===== config.mk =====
export PLATFORM = sky130hd
export DESIGN_NAME = crd_card_flat
export DESIGN_NICKNAME = d
export VERILOG_FILES = /design/src/core/crd_pkg.sv /design/src/core/crd_link_if.sv /design/src/core/crd_card.sv /design/src/core/crd_fifo.sv /design/src/flat_wrapper.sv
export SDC_FILE = /design/constraint.sdc
export NUM_CORES = 1
export LEC_CHECK = 0
export BUFFER_PORTS_ARGS = -buffer_cell sky130_fd_sc_hd__buf_2
export CAP_MARGIN = 15
export CORE_ASPECT_RATIO = 0.6
export CORE_MARGIN = 3
export CORE_UTILIZATION = 50
export CTS_CLUSTER_DIAMETER = 50
export CTS_CLUSTER_SIZE = 30
export DETAILED_ROUTE_END_ITERATION = 16
export PLACE_DENSITY = 0.66
export SKIP_CTS_REPAIR_TIMING = 1
export SLEW_MARGIN = 10
export SYNTH_ARGS = -nofsm -noshare
export SYNTH_HDL_FRONTEND = slang
export SYNTH_SLANG_ARGS = --single-unit
export TNS_END_PERCENT = 100

===== constraint.sdc =====
create_clock -name clock -period 5.8 [get_ports clock]
set_input_delay 1.16 -clock clock [delete_from_list [all_inputs] [get_ports clock]]
set_output_delay 1.16 -clock clock [all_outputs]
set_load 0.03 [all_outputs]

===== src/core/crd_pkg.sv =====
package crd_pkg;
  // apdu framing
  localparam logic [7:0] CLA_CODE   = 8'h90;
  localparam logic [7:0] PARAM_ZERO = 8'h00;
  localparam logic [7:0] LE_ZERO    = 8'h00;
  localparam logic [7:0] PUN_ZERO   = 8'h00;
  localparam logic [7:0] SW1_OK     = 8'h90;
  localparam logic [7:0] SW2_OK     = 8'h00;
  localparam logic [8:0] POS_LC     = 9'h004;
  localparam logic [8:0] POS_DATA   = 9'h005;
  // instruction codes of this command group
  localparam logic [7:0] INS_START  = 8'h52;
  localparam logic [7:0] INS_ENC    = 8'h54;
  localparam logic [7:0] INS_DEC    = 8'h56;
  localparam logic [7:0] INS_END    = 8'h58;
  localparam logic [7:0] INS_CTR    = 8'h46;
  // fixed prefix lengths ahead of the chunk bytes
  localparam logic [7:0] PRE_ID     = 8'h02;
  localparam logic [7:0] PRE_ENC    = 8'h06;
  localparam logic [7:0] PRE_DEC    = 8'h04;
  localparam logic [7:0] PRE_CTR    = 8'h01;
  // response layout
  localparam logic [7:0] RSP_HDR    = 8'h06;
  localparam logic [7:0] RSP_TAIL   = 8'h02;
  localparam logic [7:0] PL_START   = 8'h02;
  localparam logic [7:0] PL_END     = 8'h04;
  // partition size, a multiple of the cipher block
  localparam logic [15:0] PART_LEN  = 16'h0040;
  localparam int          PART_MAX  = 64;
  localparam logic [2:0]  BLK_MASK  = 3'h7;
  localparam logic [7:0]  CIPHER_KEY = 8'h5A;
  // return codes
  localparam logic [15:0] RC_OK     = 16'h0000;
  localparam logic [15:0] RC_CMD    = 16'hA101;
  localparam logic [15:0] RC_SEQ    = 16'hA102;
  localparam logic [15:0] RC_LEN    = 16'hA103;
  localparam logic [15:0] RC_STATE  = 16'hA104;
  localparam int          FIFO_DEPTH = 8;
  localparam int          FIFO_WIDTH = 8;

  typedef enum logic [1:0] {SES_IDLE, SES_OPEN, SES_UPLOAD} crd_ses_e;

  function automatic logic [7:0] crd_pre_len(input logic [7:0] ins);
    if (ins == INS_START || ins == INS_END) crd_pre_len = PRE_ID;
    else if (ins == INS_ENC) crd_pre_len = PRE_ENC;
    else if (ins == INS_DEC) crd_pre_len = PRE_DEC;
    else if (ins == INS_CTR) crd_pre_len = PRE_CTR;
    else crd_pre_len = 8'h00;
  endfunction : crd_pre_len
endpackage : crd_pkg


===== src/core/crd_link_if.sv =====
`timescale 1ns/1ps
`default_nettype none
interface crd_link_if;
  logic       h2c_valid;
  logic [7:0] h2c_data;
  logic       h2c_ready;
  logic       c2h_valid;
  logic [7:0] c2h_data;
  logic       c2h_ready;
  modport card (input h2c_valid, h2c_data, c2h_ready, output h2c_ready, c2h_valid, c2h_data);
  modport host (output h2c_valid, h2c_data, c2h_ready, input h2c_ready, c2h_valid, c2h_data);
endinterface : crd_link_if
`default_nettype wire


===== src/core/crd_card.sv =====
// Notes on behaviour
// - commands carry class 90, params 00, Le 00
// - session start carries two identifier bytes, Lc 02
// - start answer gives header, code, partition length
// - partition and last decode chunk multiple of 8
// - encrypt only after start and centre steps; the card checks only that start was done
// - host chunks data, card returns encrypted chunks
// - encrypt command layout, Lc is L+6
// - chunks numbered from zero to m-1
// - final chunk field constant m-1 per transfer
// - full-size chunks except last, last not longer
// - answer echoes chunk number at offset 6
// - decode command Lc L+4, card returns decoded chunk
// - decode answer header, code, chunk, data
// - host closes session with identifier bytes, Lc 02
// - centre answer returns card to normal state
// - end answer carries chunk 00, final, upload data
`timescale 1ns/1ps
`default_nettype none
module crd_card (
  // clock and reset
  input  wire logic    clock,
  input  wire logic    resetn,
  // link to the receiver unit
  crd_link_if.card     link,
  // status
  output logic [1:0]   session,
  output logic [15:0]  last_rc,
  output logic [7:0]   chunk_count
);
  typedef enum logic {ST_RX, ST_TX} crd_st_e;
  crd_st_e        st;
  crd_pkg::crd_ses_e ses;
  logic [8:0]     idx;
  logic [7:0]     ins;
  logic [7:0]     lc;
  logic           fmt_ok;
  logic [7:0]     pdu;
  logic [7:0]     fin;
  logic [7:0]     fin_lock;
  logic [7:0]     enc_exp;
  logic [7:0]     dec_exp;
  logic [7:0]     chk;
  logic [7:0]     part_chk;
  logic [15:0]    rc;
  logic [7:0]     plen;
  logic [8:0]     tp;
  logic [7:0]     mem [crd_pkg::PART_MAX];
  logic           f_valid;
  logic [7:0]     f_data;
  logic           take;
  logic [7:0]     pre;
  logic [8:0]     k;
  logic [7:0]     clen;
  logic           last_byte;
  logic [15:0]    next_rc;
  logic [7:0]     next_plen;
  logic [7:0]     rsp_byte;
  logic [8:0]     rlen;
  logic [8:0]     q;

  // command bytes queue up while the answer is being sent
  crd_fifo #(.W(crd_pkg::FIFO_WIDTH), .D(crd_pkg::FIFO_DEPTH)) u_fifo (
    .clock     (clock),
    .resetn    (resetn),
    .in_valid  (link.h2c_valid),
    .in_data   (link.h2c_data),
    .in_ready  (link.h2c_ready),
    .out_valid (f_valid),
    .out_data  (f_data),
    .out_ready (take)
  );

  assign take      = f_valid && (st == ST_RX);
  assign pre       = crd_pkg::crd_pre_len(ins);
  assign k         = idx - crd_pkg::POS_DATA;
  assign clen      = lc - pre;
  assign last_byte = (idx > crd_pkg::POS_LC) && (idx == {1'b0, lc} + crd_pkg::POS_DATA);
  assign rlen      = 9'(crd_pkg::RSP_HDR) + 9'(plen) + 9'(crd_pkg::RSP_TAIL);
  assign q         = tp - 9'(crd_pkg::RSP_HDR);

  always_ff @(posedge clock or negedge resetn) begin
    if (!resetn) begin
      st  <= ST_RX;
      idx <= '0;
    end else if (st == ST_RX) begin
      if (take) begin
        idx <= last_byte ? 9'h000 : idx + 9'h001;
        if (last_byte) st <= ST_TX;
      end
    end else if (tp == rlen && (!link.c2h_valid || link.c2h_ready)) begin
      st <= ST_RX;
    end
  end

  // field capture as the command streams in
  always_ff @(posedge clock or negedge resetn) begin
    if (!resetn) begin
      ins      <= 8'h00;
      lc       <= 8'h00;
      fmt_ok   <= 1'b0;
      pdu      <= 8'h00;
      fin      <= 8'h00;
      part_chk <= 8'h00;
    end else if (take) begin
      if (idx == 9'h000) begin
        fmt_ok   <= f_data == crd_pkg::CLA_CODE;
        part_chk <= 8'h00;
        pdu      <= 8'h00;
        fin      <= 8'h00;
      end else if (idx == 9'h001) begin
        ins <= f_data;
      end else if (idx < crd_pkg::POS_LC) begin
        if (f_data != crd_pkg::PARAM_ZERO) fmt_ok <= 1'b0;
      end else if (idx == crd_pkg::POS_LC) begin
        lc <= f_data;
      end else if (last_byte) begin
        if (f_data != crd_pkg::LE_ZERO) fmt_ok <= 1'b0;
      end else begin
        if (pre >= crd_pkg::PRE_DEC && k == 9'(pre - 8'h02)) pdu <= f_data;
        if (pre >= crd_pkg::PRE_DEC && k == 9'(pre - 8'h01)) fin <= f_data;
        if (k >= 9'(pre) && pre != 8'h00) part_chk <= part_chk ^ f_data ^ crd_pkg::CIPHER_KEY;
      end
    end
  end

  // chunk store holds the transformed bytes; overlong data is dropped
  always_ff @(posedge clock) begin
    if (take && !last_byte && idx > crd_pkg::POS_LC && pre >= crd_pkg::PRE_DEC
        && k >= 9'(pre) && (k - 9'(pre)) < 9'(crd_pkg::PART_MAX)) begin
      mem[6'(k - 9'(pre))] <= f_data ^ crd_pkg::CIPHER_KEY;
    end
  end

  // verdict on the completed command
  always_comb begin
    next_rc   = crd_pkg::RC_OK;
    next_plen = 8'h00;
    if (!fmt_ok || pre == 8'h00 || lc < pre) begin
      next_rc = crd_pkg::RC_CMD;
    end else if (ins == crd_pkg::INS_START || ins == crd_pkg::INS_END) begin
      if (lc != crd_pkg::PRE_ID) next_rc = crd_pkg::RC_CMD;
      else if (ins == crd_pkg::INS_END && ses != crd_pkg::SES_OPEN) next_rc = crd_pkg::RC_STATE;
      next_plen = (ins == crd_pkg::INS_START) ? crd_pkg::PL_START : crd_pkg::PL_END;
    end else if (ins == crd_pkg::INS_ENC || ins == crd_pkg::INS_DEC) begin
      next_plen = 8'h01;
      if (ses != crd_pkg::SES_OPEN) begin
        next_rc = crd_pkg::RC_STATE;
      end else if (pdu != ((ins == crd_pkg::INS_ENC) ? enc_exp : dec_exp) || pdu > fin
                   || (pdu != 8'h00 && fin != fin_lock)) begin
        next_rc = crd_pkg::RC_SEQ;
      end else if ({8'h00, clen} > crd_pkg::PART_LEN
                   || (pdu < fin && {8'h00, clen} != crd_pkg::PART_LEN)
                   || (ins == crd_pkg::INS_DEC && (clen[2:0] & crd_pkg::BLK_MASK) != 3'h0)) begin
        next_rc = crd_pkg::RC_LEN;
      end else begin
        next_plen = clen + 8'h01;
      end
    end
  end

  // session bookkeeping; only accepted commands move it
  always_ff @(posedge clock or negedge resetn) begin
    if (!resetn) begin
      ses      <= crd_pkg::SES_IDLE;
      rc       <= crd_pkg::RC_OK;
      plen     <= 8'h00;
      enc_exp  <= 8'h00;
      dec_exp  <= 8'h00;
      fin_lock <= 8'h00;
      chk      <= 8'h00;
      chunk_count <= 8'h00;
    end else if (take && last_byte) begin
      rc   <= next_rc;
      plen <= next_plen;
      if (next_rc == crd_pkg::RC_OK) begin
        if (ins == crd_pkg::INS_START) begin
          ses         <= crd_pkg::SES_OPEN;
          enc_exp     <= 8'h00;
          dec_exp     <= 8'h00;
          chk         <= 8'h00;
          chunk_count <= 8'h00;
        end else if (ins == crd_pkg::INS_ENC || ins == crd_pkg::INS_DEC) begin
          fin_lock <= fin;
          if (ins == crd_pkg::INS_ENC) begin
            enc_exp     <= (pdu == fin) ? 8'h00 : pdu + 8'h01;
            chk         <= chk ^ part_chk;
            chunk_count <= chunk_count + 8'h01;
          end else begin
            dec_exp <= (pdu == fin) ? 8'h00 : pdu + 8'h01;
          end
        end else if (ins == crd_pkg::INS_END) begin
          ses <= crd_pkg::SES_UPLOAD;
        end else if (ses == crd_pkg::SES_UPLOAD) begin
          ses <= crd_pkg::SES_IDLE;
        end
      end
    end
  end

  // answer bytes
  always_comb begin
    rsp_byte = crd_pkg::PUN_ZERO;
    if (tp == 9'h001) begin
      rsp_byte = plen + crd_pkg::RSP_HDR - 8'h02;
    end else if (tp == 9'h004) begin
      rsp_byte = rc[15:8];
    end else if (tp == 9'h005) begin
      rsp_byte = rc[7:0];
    end else if (tp >= 9'(crd_pkg::RSP_HDR) && q < 9'(plen)) begin
      if (ins == crd_pkg::INS_START) begin
        rsp_byte = (q == 9'h000) ? crd_pkg::PART_LEN[15:8] : crd_pkg::PART_LEN[7:0];
      end else if (ins == crd_pkg::INS_END) begin
        if (q == 9'h002) rsp_byte = chunk_count;
        else if (q == 9'h003) rsp_byte = chk;
      end else begin
        rsp_byte = (q == 9'h000) ? pdu : mem[6'(q - 9'h001)];
      end
    end else if (tp == 9'(crd_pkg::RSP_HDR) + 9'(plen)) begin
      rsp_byte = crd_pkg::SW1_OK;
    end else if (tp > 9'(crd_pkg::RSP_HDR) + 9'(plen)) begin
      rsp_byte = crd_pkg::SW2_OK;
    end
  end

  always_ff @(posedge clock or negedge resetn) begin
    if (!resetn) begin
      tp             <= '0;
      link.c2h_valid <= 1'b0;
      link.c2h_data  <= 8'h00;
    end else if (st == ST_RX) begin
      tp <= '0;
    end else if (!link.c2h_valid || link.c2h_ready) begin
      link.c2h_valid <= tp < rlen;
      if (tp < rlen) begin
        link.c2h_data <= rsp_byte;
        tp            <= tp + 9'h001;
      end
    end
  end

  always_ff @(posedge clock or negedge resetn) begin
    if (!resetn) begin
      session <= 2'h0;
      last_rc <= crd_pkg::RC_OK;
    end else begin
      session <= ses;
      last_rc <= rc;
    end
  end
endmodule : crd_card
`default_nettype wire


===== src/core/crd_fifo.sv =====
`timescale 1ns/1ps
`default_nettype none
module crd_fifo #(
  parameter int W = 8,
  parameter int D = 8
) (
  // clock and reset
  input  wire logic         clock,
  input  wire logic         resetn,
  // fill side
  input  wire logic         in_valid,
  input  wire logic [W-1:0] in_data,
  output logic              in_ready,
  // drain side
  output logic              out_valid,
  output logic [W-1:0]      out_data,
  input  wire logic         out_ready
);
  localparam int AW = $clog2(D);
  logic [W-1:0] mem [D];
  logic [AW-1:0] wp;
  logic [AW-1:0] rp;
  logic [AW:0]   cnt;
  logic [AW:0]   next_cnt;
  logic          push;
  logic          pop;

  assign push      = in_valid && in_ready;
  assign pop       = out_valid && out_ready;
  assign out_valid = cnt != '0;
  assign out_data  = mem[rp];
  assign next_cnt  = cnt + (AW+1)'(push) - (AW+1)'(pop);

  always_ff @(posedge clock) begin
    if (push) mem[wp] <= in_data;
  end

  always_ff @(posedge clock or negedge resetn) begin
    if (!resetn) begin
      wp       <= '0;
      rp       <= '0;
      cnt      <= '0;
      in_ready <= 1'b0;
    end else begin
      if (push) wp <= (wp == AW'(D-1)) ? '0 : wp + 1'b1;
      if (pop) rp <= (rp == AW'(D-1)) ? '0 : rp + 1'b1;
      cnt      <= next_cnt;
      // registered ready, so never take a word into a full store
      in_ready <= next_cnt < (AW+1)'(D);
    end
  end
endmodule : crd_fifo
`default_nettype wire


===== src/flat_wrapper.sv =====
// flat-port wrapper written by rule: the top's interface ports become plain ports
module crd_card_flat 
  (clock, resetn, session, last_rc, chunk_count, link_h2c_valid, link_h2c_data, link_c2h_ready, link_h2c_ready, link_c2h_valid, link_c2h_data);
  crd_link_if link_i ();
  input  wire logic clock;
  input  wire logic resetn;
  output logic [1:0] session;
  output logic [15:0] last_rc;
  output logic [7:0] chunk_count;
  input wire logic [$bits(link_i.h2c_valid)-1:0] link_h2c_valid;
  input wire logic [$bits(link_i.h2c_data)-1:0] link_h2c_data;
  input wire logic [$bits(link_i.c2h_ready)-1:0] link_c2h_ready;
  output wire logic [$bits(link_i.h2c_ready)-1:0] link_h2c_ready;
  output wire logic [$bits(link_i.c2h_valid)-1:0] link_c2h_valid;
  output wire logic [$bits(link_i.c2h_data)-1:0] link_c2h_data;
  assign link_i.h2c_valid = link_h2c_valid;
  assign link_i.h2c_data = link_h2c_data;
  assign link_i.c2h_ready = link_c2h_ready;
  assign link_h2c_ready = link_i.h2c_ready;
  assign link_c2h_valid = link_i.c2h_valid;
  assign link_c2h_data = link_i.c2h_data;
  crd_card u_core (.clock(clock), .resetn(resetn), .link(link_i), .session(session), .last_rc(last_rc), .chunk_count(chunk_count));
endmodule

==> results of run 1 <==
## cell usage in the layout (no fill, tap or decap), drive strengths merged, types with 44 or more instances in the layout
| cell type | count |
|---|---|
| o21ai | 63 |
| edfxtp | 576 |
| inv | 76 |
| mux4 | 176 |
| a21oi | 46 |
| nand3 | 44 |
| xnor2 | 62 |
| clkbuf | 47 |
| buf | 77 |
| nor2 | 156 |
| nand2 | 100 |
| dfrtp | 140 |
| ha | 63 |
| mux2 | 50 |
## flip-flops by register name (all words and copies together), names as in the netlist, 9 cells and up
name,cells
u_core.mem,512
u_core.u_fifo.mem,64
u_core.idx,9
u_core.tp,9
## critical path, stage by stage, from the launching register on
cell       delay [ps]
dfrtp_1           410
nor4b_2           440
nand2_1           360
nor3_4            460
inv_2             220
ha_1              450
o21ai_1           200
nand4bb_1         220
o21ai_1           670
o2111ai_2         730
nor2_1            800
## cells by family (layout without fill, tap and decap cells)
| kind of cell | after synthesis | in the layout | share of synthesized area |
|---|---|---|---|
| xor gates and xnor gates | 104 | 104 | 0.02851 |
| and+or+nand+nor | 470 | 470 | 0.07172 |
| muxes | 253 | 253 | 0.1488 |
| adders and majority gates | 64 | 64 | 0.02492 |
| other | 1 | 10 | 0.0001156 |
| AOI/OAI and AO/OA | 279 | 279 | 0.06161 |
| buffers and inverters | 176 | 224 | 0.02292 |
| DFF | 716 | 716 | 0.6414 |
## layer usage
metal  track usage  routed length (µm)  up-vias
met5             0                  18        -
met4       0.03090                 860        2
met3        0.1035               13160       76
li1              -                   -     8115
met2        0.3071               32220     1157
met1        0.4232               39000     9809
## power by group through the flow
stage	registers (mW)	clock network [mW]	logic (mW)
6_report	7.21	3.70	8.20
5_1_grt	7.25	3.97	8.78
4_1_cts	7.18	3.76	8.15
3_5_place_dp	7.30	0	8.12
3_3_place_gp	7.28	0	8.03
2_1_floorplan	7.03	0	5.37
## metrics by stage
stage | utilization | instance area, µm² | power (mW)
final | 0.5568 | 35310 | 19.11
after detailed placement | 0.5303 | 33640 | 15.42
after floorplan | - | 32460 | 12.40
after CTS | 0.5568 | 35310 | 19.09
after global placement | 0.5303 | 33640 | 15.30
after global routing | 0.5568 | 35310 | 20.00
## layout make-up
cell class,count,area (µm²),area share
clock buffer,47,1155,0.03270
clock inverter,35,521.8,0.01477
timing repair buffer,77,504.2,0.01428
sequential,716,20800,0.5891
inverter,65,249.0,0.007051
tap,839,1050,0.02973
multi-input combinational,1180,11030,0.3124
## worst min path at each step
stage	start	endpoint	slack, ps	cells after the start
finish	u_core.ses[0]	u_core.session[0]	410	0
global route	u_core.ses[0]	u_core.session[0]	430	0
CTS	u_core.ses[0]	u_core.session[0]	420	0
detailed placement	u_core.ses[0]	u_core.session[0]	400	0
global placement	u_core.rc[0]	u_core.last_rc[0]	400	0
floorplan	u_core.rc[2]	u_core.last_rc[2]	370	0
==> results, run 1 <==
- The run finished with clean final reports.
- The I/O pin total is 48.
- Of the total power, the share spent switching nets is 0.4058.
- The worst setup path is captured at a flop.
- Across the VDD grid, the largest voltage drop is approximately 0.00037 V.
- Counting every sink on the clock net gives 716.
- The number of pins with negative max-slew slack in the final report was 0.
- The total instance count after detailed placement is about 2,900.
- The worst path needs between 5000 and 6000 ps of the cycle, external delays included.
- The critical path starts at u_core.ins[0].
- In this run the static leakage power is approximately 12 nW.
- Max-cap violations in this run came to 0.
- The number of failing hold endpoints at the final stage is 0.
- The global-route wire length before repair is between 100 and 150 mm.
- The number of enable flip-flop cells after synthesis is 576.
- The number of cells on the worst reg-to-reg path is 10.
- The clock passes through at most 3 buffers.
- Counting flops and latches in the post-synthesis netlist gives 716.
- Using the TritonRoute via totals, the vias-per-cell ratio works out to approximately 6.5.
- The final-stage net count is around 2,200.
- Once detailed placement completed, the half-perimeter wirelength came to around 58 mm.
- The starting utilization of the core area is 0.5113.
- Counting distinct cell types in the post-synthesis netlist gives 96.
- For the worst-skew pair, the clock arrives at the later sink with an insertion delay of about 620 ps.
- The kind of critical path is reg -> reg.
- 0 antenna diodes ended up in the layout.
- The cell count after synthesis came out at between 2,000 and 2,500.
- The total routing usage reported by global routing is 0.2524.
- Of the available clock period, the critical path in the final layout requires 0.9189.
- The worst setup path is launched from a flop.
- The post-layout instance count excluding filler cells is 2,959.
- The tightest hold margin is 411.5 ps.
- The most critical setup path has its endpoint at u_core.mem[38][4].
- The area of the core is between 60,000 and 70,000 µm².
- For the worst setup path, the data required time is 6030 ps.
- The number of levels the H-tree was split into is 2.
- The biggest area contributor in the post-synthesis netlist is edfxtp_1.
- The via count of the first global-routing pass was 18,060.
- The worst reg-to-reg setup slack is about 470 ps.
- The cell-internal power is 11.35 mW.
- Counting the fill cells in the layout gives 4,876.
- The share of total power dissipated in sequential elements is 0.377.
- Of the synthesized area, sequential elements account for 0.6414.
- The cell area power density is around 540 nW/µm².
- The CTS clock-pin slew for the worst setup and hold paths is 90 ps.
- The cell area that synthesis handed to floorplanning was 32,430 µm².
- The clock tree from TritonCTS is built.
- Entering global routing, the biggest net connects 102 pins.
- STA puts the critical path data arrival time at 5560 ps.
- The post-detailed-route count of antenna-violating nets is 0.
- The share of post-route cells with drive strength above 1 is 0.1986.
- In this run the critical register-to-register path is launched from u_core.ins[0].
- The capture instance of the worst register-to-register path is u_core.mem[38][4].
- In the routed design, unresolved DRC markers number 0.
- The largest fanout on the critical path is 11.
- The initial antenna violation count came to 4.
- Headroom to the max-slew limit came out at 0.2640.
- Ranked by total cell area, the synthesized netlist is headed by edfxtp_1 53%, mux4_2 12%, dfrtp_1 11%.
- The final weighted congestion of routability-driven global placement is 0.9202.
- Averaged over all synthesized cells, the footprint is 15.72 µm².
- The timing-limited maximum frequency is 187.6 MHz.
- Summing over every cut layer, the via total after detailed routing is 19,160.
- The clock arrives with 56.55 ps of skew.
- The total iterations of the first detailed-routing run is 5.
- After detailed routing, the average wire length per cell comes to ~29 µm.
- The switching power is about 7.8 mW.
- The worst slack at placement is 550.2 ps.
- The classification of the worst-slack hold path is reg -> reg.
- For this block, the initial DRC count from the detailed router was 2,973.
- The number of I/O port buffers is 37.
- The proportion of netlist area held by the largest area contributor is 0.5333.
- The horizontal die dimension is about 330 µm.
- The number of placement rows is 71.
- The remaining global-route overflow is 0.
- The cell sitting at the root of the clock tree is a clkbuf_16.
- Once routing completed, OpenROAD measured the worst setup slack at 470.2 ps.
- Counting instances in the post-synthesis netlist gives the leading cell types as 576 x edfxtp_1, 176 x mux4_2, 155 x nor2_1.
- The count of endpoints failing setup in the final report is 0.
- The area enclosed by the die boundary is 68,050 µm².
- In this run the vertical extent of the chip is 203.3 µm.
- The flip-flop cell with the highest count after synthesis is edfxtp_1.
- Setup repair after global routing left no endpoint under its margin.
- The part of the total power dissipated in combinational logic is 0.429.
- The power share of the clock group is 0.194.
- The area growth from synthesis to layout is 8.889%.
- Counting flops with an async set or reset pin after synthesis yields a share of 0.1955.
- The most common cell in the synthesized netlist is edfxtp_1.
- Buffers inserted during clock tree synthesis total 45.
- The total routed wirelength is 85.26 mm.
- The total negative setup slack is 0 ps.
- The count of synthesis-stage warnings from yosys is 0.
- The worst-margin pin slew is 1104 ps.
Power figures use the tool's default switching activity.
==> inputs of run 2 (changes only) <==
Settings changed: PLACE_DENSITY 0.66 to 0.76, RECOVER_POWER set to 25.
==> run 2 against run 1 <==
Effect of this change:
- the flow now finishes with violations (max-capacitance violations, max-slew violations)
- sequential share of layout area rose by 0.54 points
- worst hold slack improved by 26 ps
- setup slack improved by 93 ps
- sequential cell count did not move
- core utilization fell by 0.50 points
- via count rose by 1.5%
- sequential power rose by 1%
- clock skew fell by 6.3 ps
- cell count fell by 0.44%
- largest cell class unchanged
- largest power group unchanged
==> results, run 2 (synthesis results as in run 1) <==
- Outcome: finished, violations left (was finished, final reports clean).
- The final reports fail on max-capacitance violations, max-slew violations.
- The CTS clock-pin slew for the worst setup and hold paths is 90 ps (about the same).
- The count of endpoints failing setup in the final report is 0 (unchanged).
- The standby leakage power is 11.76 nW (was 12.04 nW).
- The vertical die dimension is 203.3 µm (unchanged).
- Cell-by-cell trace of the critical path: nor4b_2 > nand2_1 > nor3_4 > inv_2 > ha_1 > o21ai_1 > nand4bb_1 > o21ai_1 > o2111ai_2 > nor2_1 (unchanged).
- The number of levels the H-tree was split into is 2 (unchanged).
- The critical path launch point type is a flop (unchanged).
- The tightest hold margin is 437.5 ps (was 411.5 ps).
- The maximum buffer depth of the clock tree is 3 (unchanged).
- The layout overhead on the synthesized area came to 7.905% (was 8.889%).
- The area of the core was 63,430 µm² (unchanged).
- The final design utilization is 0.5517 (was 0.5568).
- The peak ir drop on the vdd network is 0.0006198 V (was 0.0003655 V).
- The total routing usage reported by global routing is 0.2455 (was 0.2524).
- The relative slew slack came to -0.6901 (was 0.2640).
- The total of max-cap violations is 6 (was 0).
- The wire length on met3 is 13.30 mm (was 13.16 mm).
- The kind of critical path was reg -> reg (unchanged).
- The area enclosed by the die boundary is 68,050 µm² (unchanged).
- The number of failing hold endpoints at the final stage is 0 (unchanged).
- The horizontal die dimension is 334.8 µm (unchanged).
- The placed wire-length estimate after detailed placement is 55.98 mm (was 57.91 mm).
- The final-stage net count is 2,154 (was 2,161).
- The clock sink count is 716 (unchanged).
- The worst-margin pin slew is 2535 ps (was 1104 ps).
- The timing-limited maximum frequency is 191.0 MHz (was 187.6 MHz).
- The detail-routed via count per cell is 6.602 (was 6.475).
- The number of pins with negative max-slew slack in the final report was 250 (was 0).
- The count of unresolved DRC violations after routing was 0 (unchanged).
- The clock skew after layout came to 50.30 ps (was 56.55 ps).
- The initial antenna violation count is 2 (was 4).
- The arrival time reported for the critical path endpoint came to 5440 ps (was 5560 ps).
- The number of I/O port buffers is 37 (unchanged).
- The type of element capturing the critical path was a flop (unchanged).
- The I/O pin total is 48 (unchanged).
- The clock tree from TritonCTS is built (unchanged).
- Largest registers ranked by flip-flop count: u_core.mem: 512 flops, u_core.u_fifo.mem: 64 flops (unchanged).
- The maximum cell stage delay along the critical path is 790 ps (was 800 ps).
- The detailed-routing wirelength on met1 is 35.47 mm (was 39.00 mm).
- The post-layout total power is 18.74 mW (was 19.11 mW).
- The number of placement rows is 71 (unchanged).
- The starting utilization of the core area was 0.5113 (unchanged).
- The worst slack at placement came to 689.0 ps (was 550.2 ps).
- The number of flip-flops in the largest register came to 512 (unchanged).
- The least setup slack across all paths after layout is 563.6 ps (was 470.2 ps).
- Commonest non-fill, non-tap cells in the layout: 576 x edfxtp_1, 176 x mux4_2, 155 x nor2_1, 139 x dfrtp_1, 100 x nand2_1 (unchanged).
- The remaining global-route overflow was 0 (unchanged).
- The via count of the first global-routing pass is 18,460 (was 18,060).
- The cell area power density came to 535.4 nW/µm² (was 541.1 nW/µm²).
- The detailed-routed wire length on met2 was 33.21 mm (was 32.22 mm).
- The most frequent standard cell in the layout excluding fill and tap cells is edfxtp_1 (unchanged).
- The cell repeated most along the worst path is o21ai_1 (unchanged).
- The root cell of the clock tree is clkbuf_16 (unchanged).
- The library cell contributing the largest single delay on the critical path was nor2_1 (unchanged).
- The number of antenna diodes is 0 (unchanged).
- The total routed wirelength is 83.16 mm (was 85.26 mm).
- The share of post-route cells with drive strength above 1 came to 0.1694 (was 0.1986).
- The top metal layer carrying routed signals was met5 (unchanged).
- The total negative setup slack came to 0 ps (unchanged).
- The total iterations of the first detailed-routing run is 7 (was 5).
- The number of buffers created by CTS was 42 (was 45).
- The violation count after the first detailed-routing iteration is 3,144 (was 2,973).
- The via count came to 19,450 (was 19,160).
- The global-route wire length before repair is 124.4 mm (was 126.0 mm).
- The register with the most flip-flops is u_core.mem (unchanged).
- The post-detailed-route count of antenna-violating nets was 0 (unchanged).
- The shortest period the worst path allows is 5236 ps (was 5330 ps).
- The wire length per cell after detailed routing is 28.23 µm (was 28.81 µm).
- The worst-skew pair later-pin latency is 600 ps (was 620 ps).
- The largest fanout on the critical path came to 11 (unchanged).
- The maximum number of pins on one net before global-route repair is 107 (was 102).
- Unrepaired setup endpoints after global routing: false (unchanged).
- The classification of the worst-slack hold path is reg -> reg (unchanged).
- The post-route clock period utilization is 0.9028 (was 0.9189).
- The worst path required time is 6000 ps (was 6030 ps).
- The final weighted congestion of routability-driven global placement was 0.9589 (was 0.9202).
[run 2: cell count changes in the layout (fill, tap and decap cells not counted), moves of 3 or more]
cell / previous run / this run
inv_12: 8 / 2
clkbuf_1: 1 / 46
buf_2: 36 / 1
buf_4: 39 / 24
clkinv_1: 1 / 4
clkinv_2: 6 / 3
clkinvlp_4: 3 / 0
[run 2: layout make-up]
class | count | area (µm²)
fill | 4865 | 28430
multi-input combinational | 1180 | 11010
tap | 839 | 1050
sequential | 716 | 20800
clock buffer | 47 | 1122
inverter | 65 | 246.5
timing repair buffer | 73 | 391.6
clock inverter | 26 | 375.4
[run 2: through the flow]
step / std cells / area [µm²]
finish: 2946 / 34990
global placement: 2871 / 33590
global route: 2946 / 34990
floorplan: 2072 / 32460
CTS: 2944 / 35090
detailed placement: 2871 / 33590
[run 2: path summary, 6_finish.rpt]
path                                            to  slack (ps)          start  depth (start not counted)
max in group asynchronous       u_core.part_chk[1]        1100         resetn                          2
hold / removal                   u_core.session[0]         440  u_core.ses[0]                          0
setup reg to reg                  u_core.mem[1][0]         560  u_core.ins[0]                         10
min in group asynchronous  u_core.link.c2h_data[0]        1360         resetn                          1
hold reg to reg                  u_core.session[0]         440  u_core.ses[0]                          0
setup / recovery                  u_core.mem[1][0]         560  u_core.ins[0]                         10
[run 2: critical path, delay by kind of cell (launching register included)]
kind	cells	cell delay (ps)
AOI/OAI and AO/OA	3	1590
adders and majority gates	1	460
buffers and inverters	1	210
DFF	1	410
and+or+nand+nor	5	2210
[run 2: routing by layer]
layer,track usage,vias up
met5,0,-
met4,0.03341,2
met3,0.08482,101
met2,0.3179,1357
met1,0.4045,9915
li1,-,8075
[run 2: report_power, final]
group | internal (mW) | switching, mW
clock network | 1.59 | 1.82
logic | 2.96 | 5.10
registers | 6.67 | 0.608
==> inputs of run 3 (changes only) <==
Settings changed: PLACE_DENSITY 0.76 to 0.75.
==> run 3 against run 2 <==
Effect of this change:
- the flow still finishes with violations (max-capacitance violations, max-slew violations)
- non-clock buffer count down 3
- register-to-register slack about the same
- cell area about the same
- power up 0.13%
- setup slack better by 13 ps
- clock-buffer cell count down 3
- sequential power down 0.7%
- critical endpoint is now u_core.mem[26][0]
==> results, run 3 (synthesis results as in run 1) <==
- The cell area power density is 536.0 nW/µm² (was 535.4 nW/µm²).
- The total negative setup slack is 0 ps (unchanged).
- The maximum cell stage delay along the critical path is 810 ps (was 790 ps).
- The post-layout total power is 18.76 mW (was 18.74 mW).
- The shortest period the worst path allows is 5223 ps (was 5236 ps).
- The wire length per cell after detailed routing came to 28.33 µm (was 28.23 µm).
- The relative slew slack is -1.738 (was -0.6901).
- The number of placement rows is 71 (unchanged).
- The detailed-routing wirelength on met1 came to 36.27 mm (was 35.47 mm).
- The post-layout instance area is 35,000 µm² (was 34,990 µm²).
- The number of antenna diodes is 0 (unchanged).
- The I/O pin total was 48 (unchanged).
- The clock tree from TritonCTS is built (unchanged).
- The register with the most flip-flops is u_core.mem (unchanged).
- The violation count after the first detailed-routing iteration is 3,364 (was 3,144).
- The cell repeated most along the worst path is o21ai_1 (unchanged).
- The global-route wire length before repair was 124.6 mm (was 124.4 mm).
- The total routed wirelength came to 83.44 mm (was 83.16 mm).
- The total of max-cap violations is 9 (was 6).
- The number of buffers created by CTS was 41 (was 42).
- The top metal layer carrying routed signals is met5 (unchanged).
- Outcome: finished, violations left (unchanged).
- The peak ir drop on the vdd network came to 0.0003285 V (was 0.0006198 V).
- The area enclosed by the die boundary is 68,050 µm² (unchanged).
- The via count is 19,460 (was 19,450).
- The clock skew after layout is 26.47 ps (was 50.30 ps).
- The worst-skew pair later-pin latency is 600 ps (about the same).
- The least setup slack across all paths after layout is 576.6 ps (was 563.6 ps).
- The library cell contributing the largest single delay on the critical path was nor2_1 (unchanged).
- The post-detailed-route count of antenna-violating nets is 0 (unchanged).
- Largest registers ranked by flip-flop count: u_core.mem: 512 flops, u_core.u_fifo.mem: 64 flops (unchanged).
- The layout overhead on the synthesized area is 7.928% (was 7.905%).
- The post-route clock period utilization is 0.9006 (was 0.9028).
- The count of unresolved DRC violations after routing is 0 (unchanged).
- The clock sink count is 716 (unchanged).
- The timing-limited maximum frequency was 191.4 MHz (was 191.0 MHz).
- The count of endpoints failing setup in the final report is 0 (unchanged).
- The number of failing hold endpoints at the final stage is 0 (unchanged).
- Commonest non-fill, non-tap cells in the layout: 576 x edfxtp_1, 176 x mux4_2, 155 x nor2_1, 139 x dfrtp_1, 100 x nand2_1 (unchanged).
- The tightest hold margin came to 426.6 ps (was 437.5 ps).
- The number of I/O port buffers is 37 (unchanged).
- The kind of critical path is reg -> reg (unchanged).
- The worst path required time came to 6020 ps (was 6000 ps).
- The number of pins with negative max-slew slack in the final report was 240 (was 250).
- Cell-by-cell trace of the critical path: nor4b_2 > nand2_1 > nor3_4 > inv_2 > ha_1 > o21ai_1 > nand4bb_1 > o21ai_1 > o2111ai_2 > nor2_1 (unchanged).
- The type of element capturing the critical path is a flop (unchanged).
- The detailed-routed wire length on met2 came to 33.91 mm (was 33.21 mm).
- The total routing usage reported by global routing is 0.2468 (was 0.2455).
- The number of flip-flops in the largest register is 512 (unchanged).
- The maximum buffer depth of the clock tree was 3 (unchanged).
- The standby leakage power is 11.76 nW (about the same).
- The starting utilization of the core area is 0.5113 (unchanged).
- The remaining global-route overflow was 0 (unchanged).
- The placed wire-length estimate after detailed placement came to 56.29 mm (was 55.98 mm).
- The via count of the first global-routing pass came to 18,270 (was 18,460).
- The worst slack at placement is 633.5 ps (was 689.0 ps).
- Unrepaired setup endpoints after global routing: false (unchanged).
- The combined buffer and inverter count along the critical path is 1 (unchanged).
- The initial antenna violation count is 5 (was 2).
- The wire length on met3 was 12.10 mm (was 13.30 mm).
- The placement-stage cell area is 33,610 µm² (was 33,590 µm²).
- The arrival time reported for the critical path endpoint is 5440 ps (about the same).
- The total iterations of the first detailed-routing run came to 6 (was 7).
- The area of the core is 63,430 µm² (unchanged).
- The most frequent standard cell in the layout excluding fill and tap cells is edfxtp_1 (unchanged).
- Violations in the final reports: max-capacitance violations, max-slew violations (unchanged).
- The worst-margin pin slew is 4107 ps (was 2535 ps).
- The root cell of the clock tree is clkbuf_16 (unchanged).
- The family with the most delay on the worst path is simple AND/OR/NAND/NOR gates (unchanged).
- The detail-routed via count per cell is 6.607 (was 6.602).
- The largest fanout on the critical path is 11 (unchanged).
- The maximum number of pins on one net before global-route repair was 101 (was 107).
- The number of levels the H-tree was split into is 2 (unchanged).
- The final weighted congestion of routability-driven global placement was 0.9251 (was 0.9589).
- The CTS clock-pin slew for the worst setup and hold paths is 100 ps (was 90 ps).
- The vertical die dimension was 203.3 µm (unchanged).
- The share of post-route cells with drive strength above 1 is 0.1724 (was 0.1694).
- The horizontal die dimension is 334.8 µm (unchanged).
- The final-stage net count is 2,150 (was 2,154).
- The critical path launch point type is a flop (unchanged).
- The classification of the worst-slack hold path was reg -> reg (unchanged).
==> run 3: changes by cell type in the layout (fill, tap and decap cells not counted), sizes merged <==
cell      before  now
clkinvlp       2    4
clkbuf        93   86
buf           27   28
bufinv         2    1
clkinv        18   12
inv           69   79
==> run 3: per-layer routing <==
| layer | track usage | vias to the layer above |
|---|---|---|
| li1 | - | 8099 |
| met1 | 0.4071 | 9946 |
| met2 | 0.3283 | 1299 |
| met3 | 0.07152 | 103 |
| met4 | 0.03561 | 10 |
| met5 | 0 | - |
==> run 3: cell type report <==
class / instances / area, µm²
multi-input cells: 1180 / 11010
fillers: 4841 / 28430
inverters: 65 / 249.0
repair buffers: 70 / 390.4
clock buffers: 44 / 1101
well taps: 839 / 1050
clock inverters: 31 / 402.9
flip-flops and latches: 716 / 20800
==> run 3: where the power goes <==
| part | switching, mW | internal (mW) |
|---|---|---|
| logic | 5.12 | 2.97 |
| registers | 0.546 | 6.68 |
| clock network | 1.88 | 1.56 |
==> run 3: through the flow <==
step,cells,utilization
2_1_floorplan,2072,-
3_3_place_gp,2870,0.5299
3_5_place_dp,2870,0.5299
4_1_cts,2945,0.5536
5_1_grt,2945,0.5518
6_report,2945,0.5518
==> run 3: final timing paths <==
| path | cells past startpoint | slack (ps) | end | from |
|---|---|---|---|---|
| worst max-delay path | 10 | 580 | u_core.mem[26][0] | u_core.ins[0] |
| worst min-delay path | 0 | 430 | u_core.last_rc[0] | u_core.rc[0] |
| worst max register to register | 10 | 580 | u_core.mem[26][0] | u_core.ins[0] |
| worst min register to register | 0 | 430 | u_core.last_rc[0] | u_core.rc[0] |
| max in group asynchronous | 2 | 1160 | u_core.tp[0] | resetn |
| min in group asynchronous | 1 | 2000 | u_core.u_fifo.wp[1] | resetn |
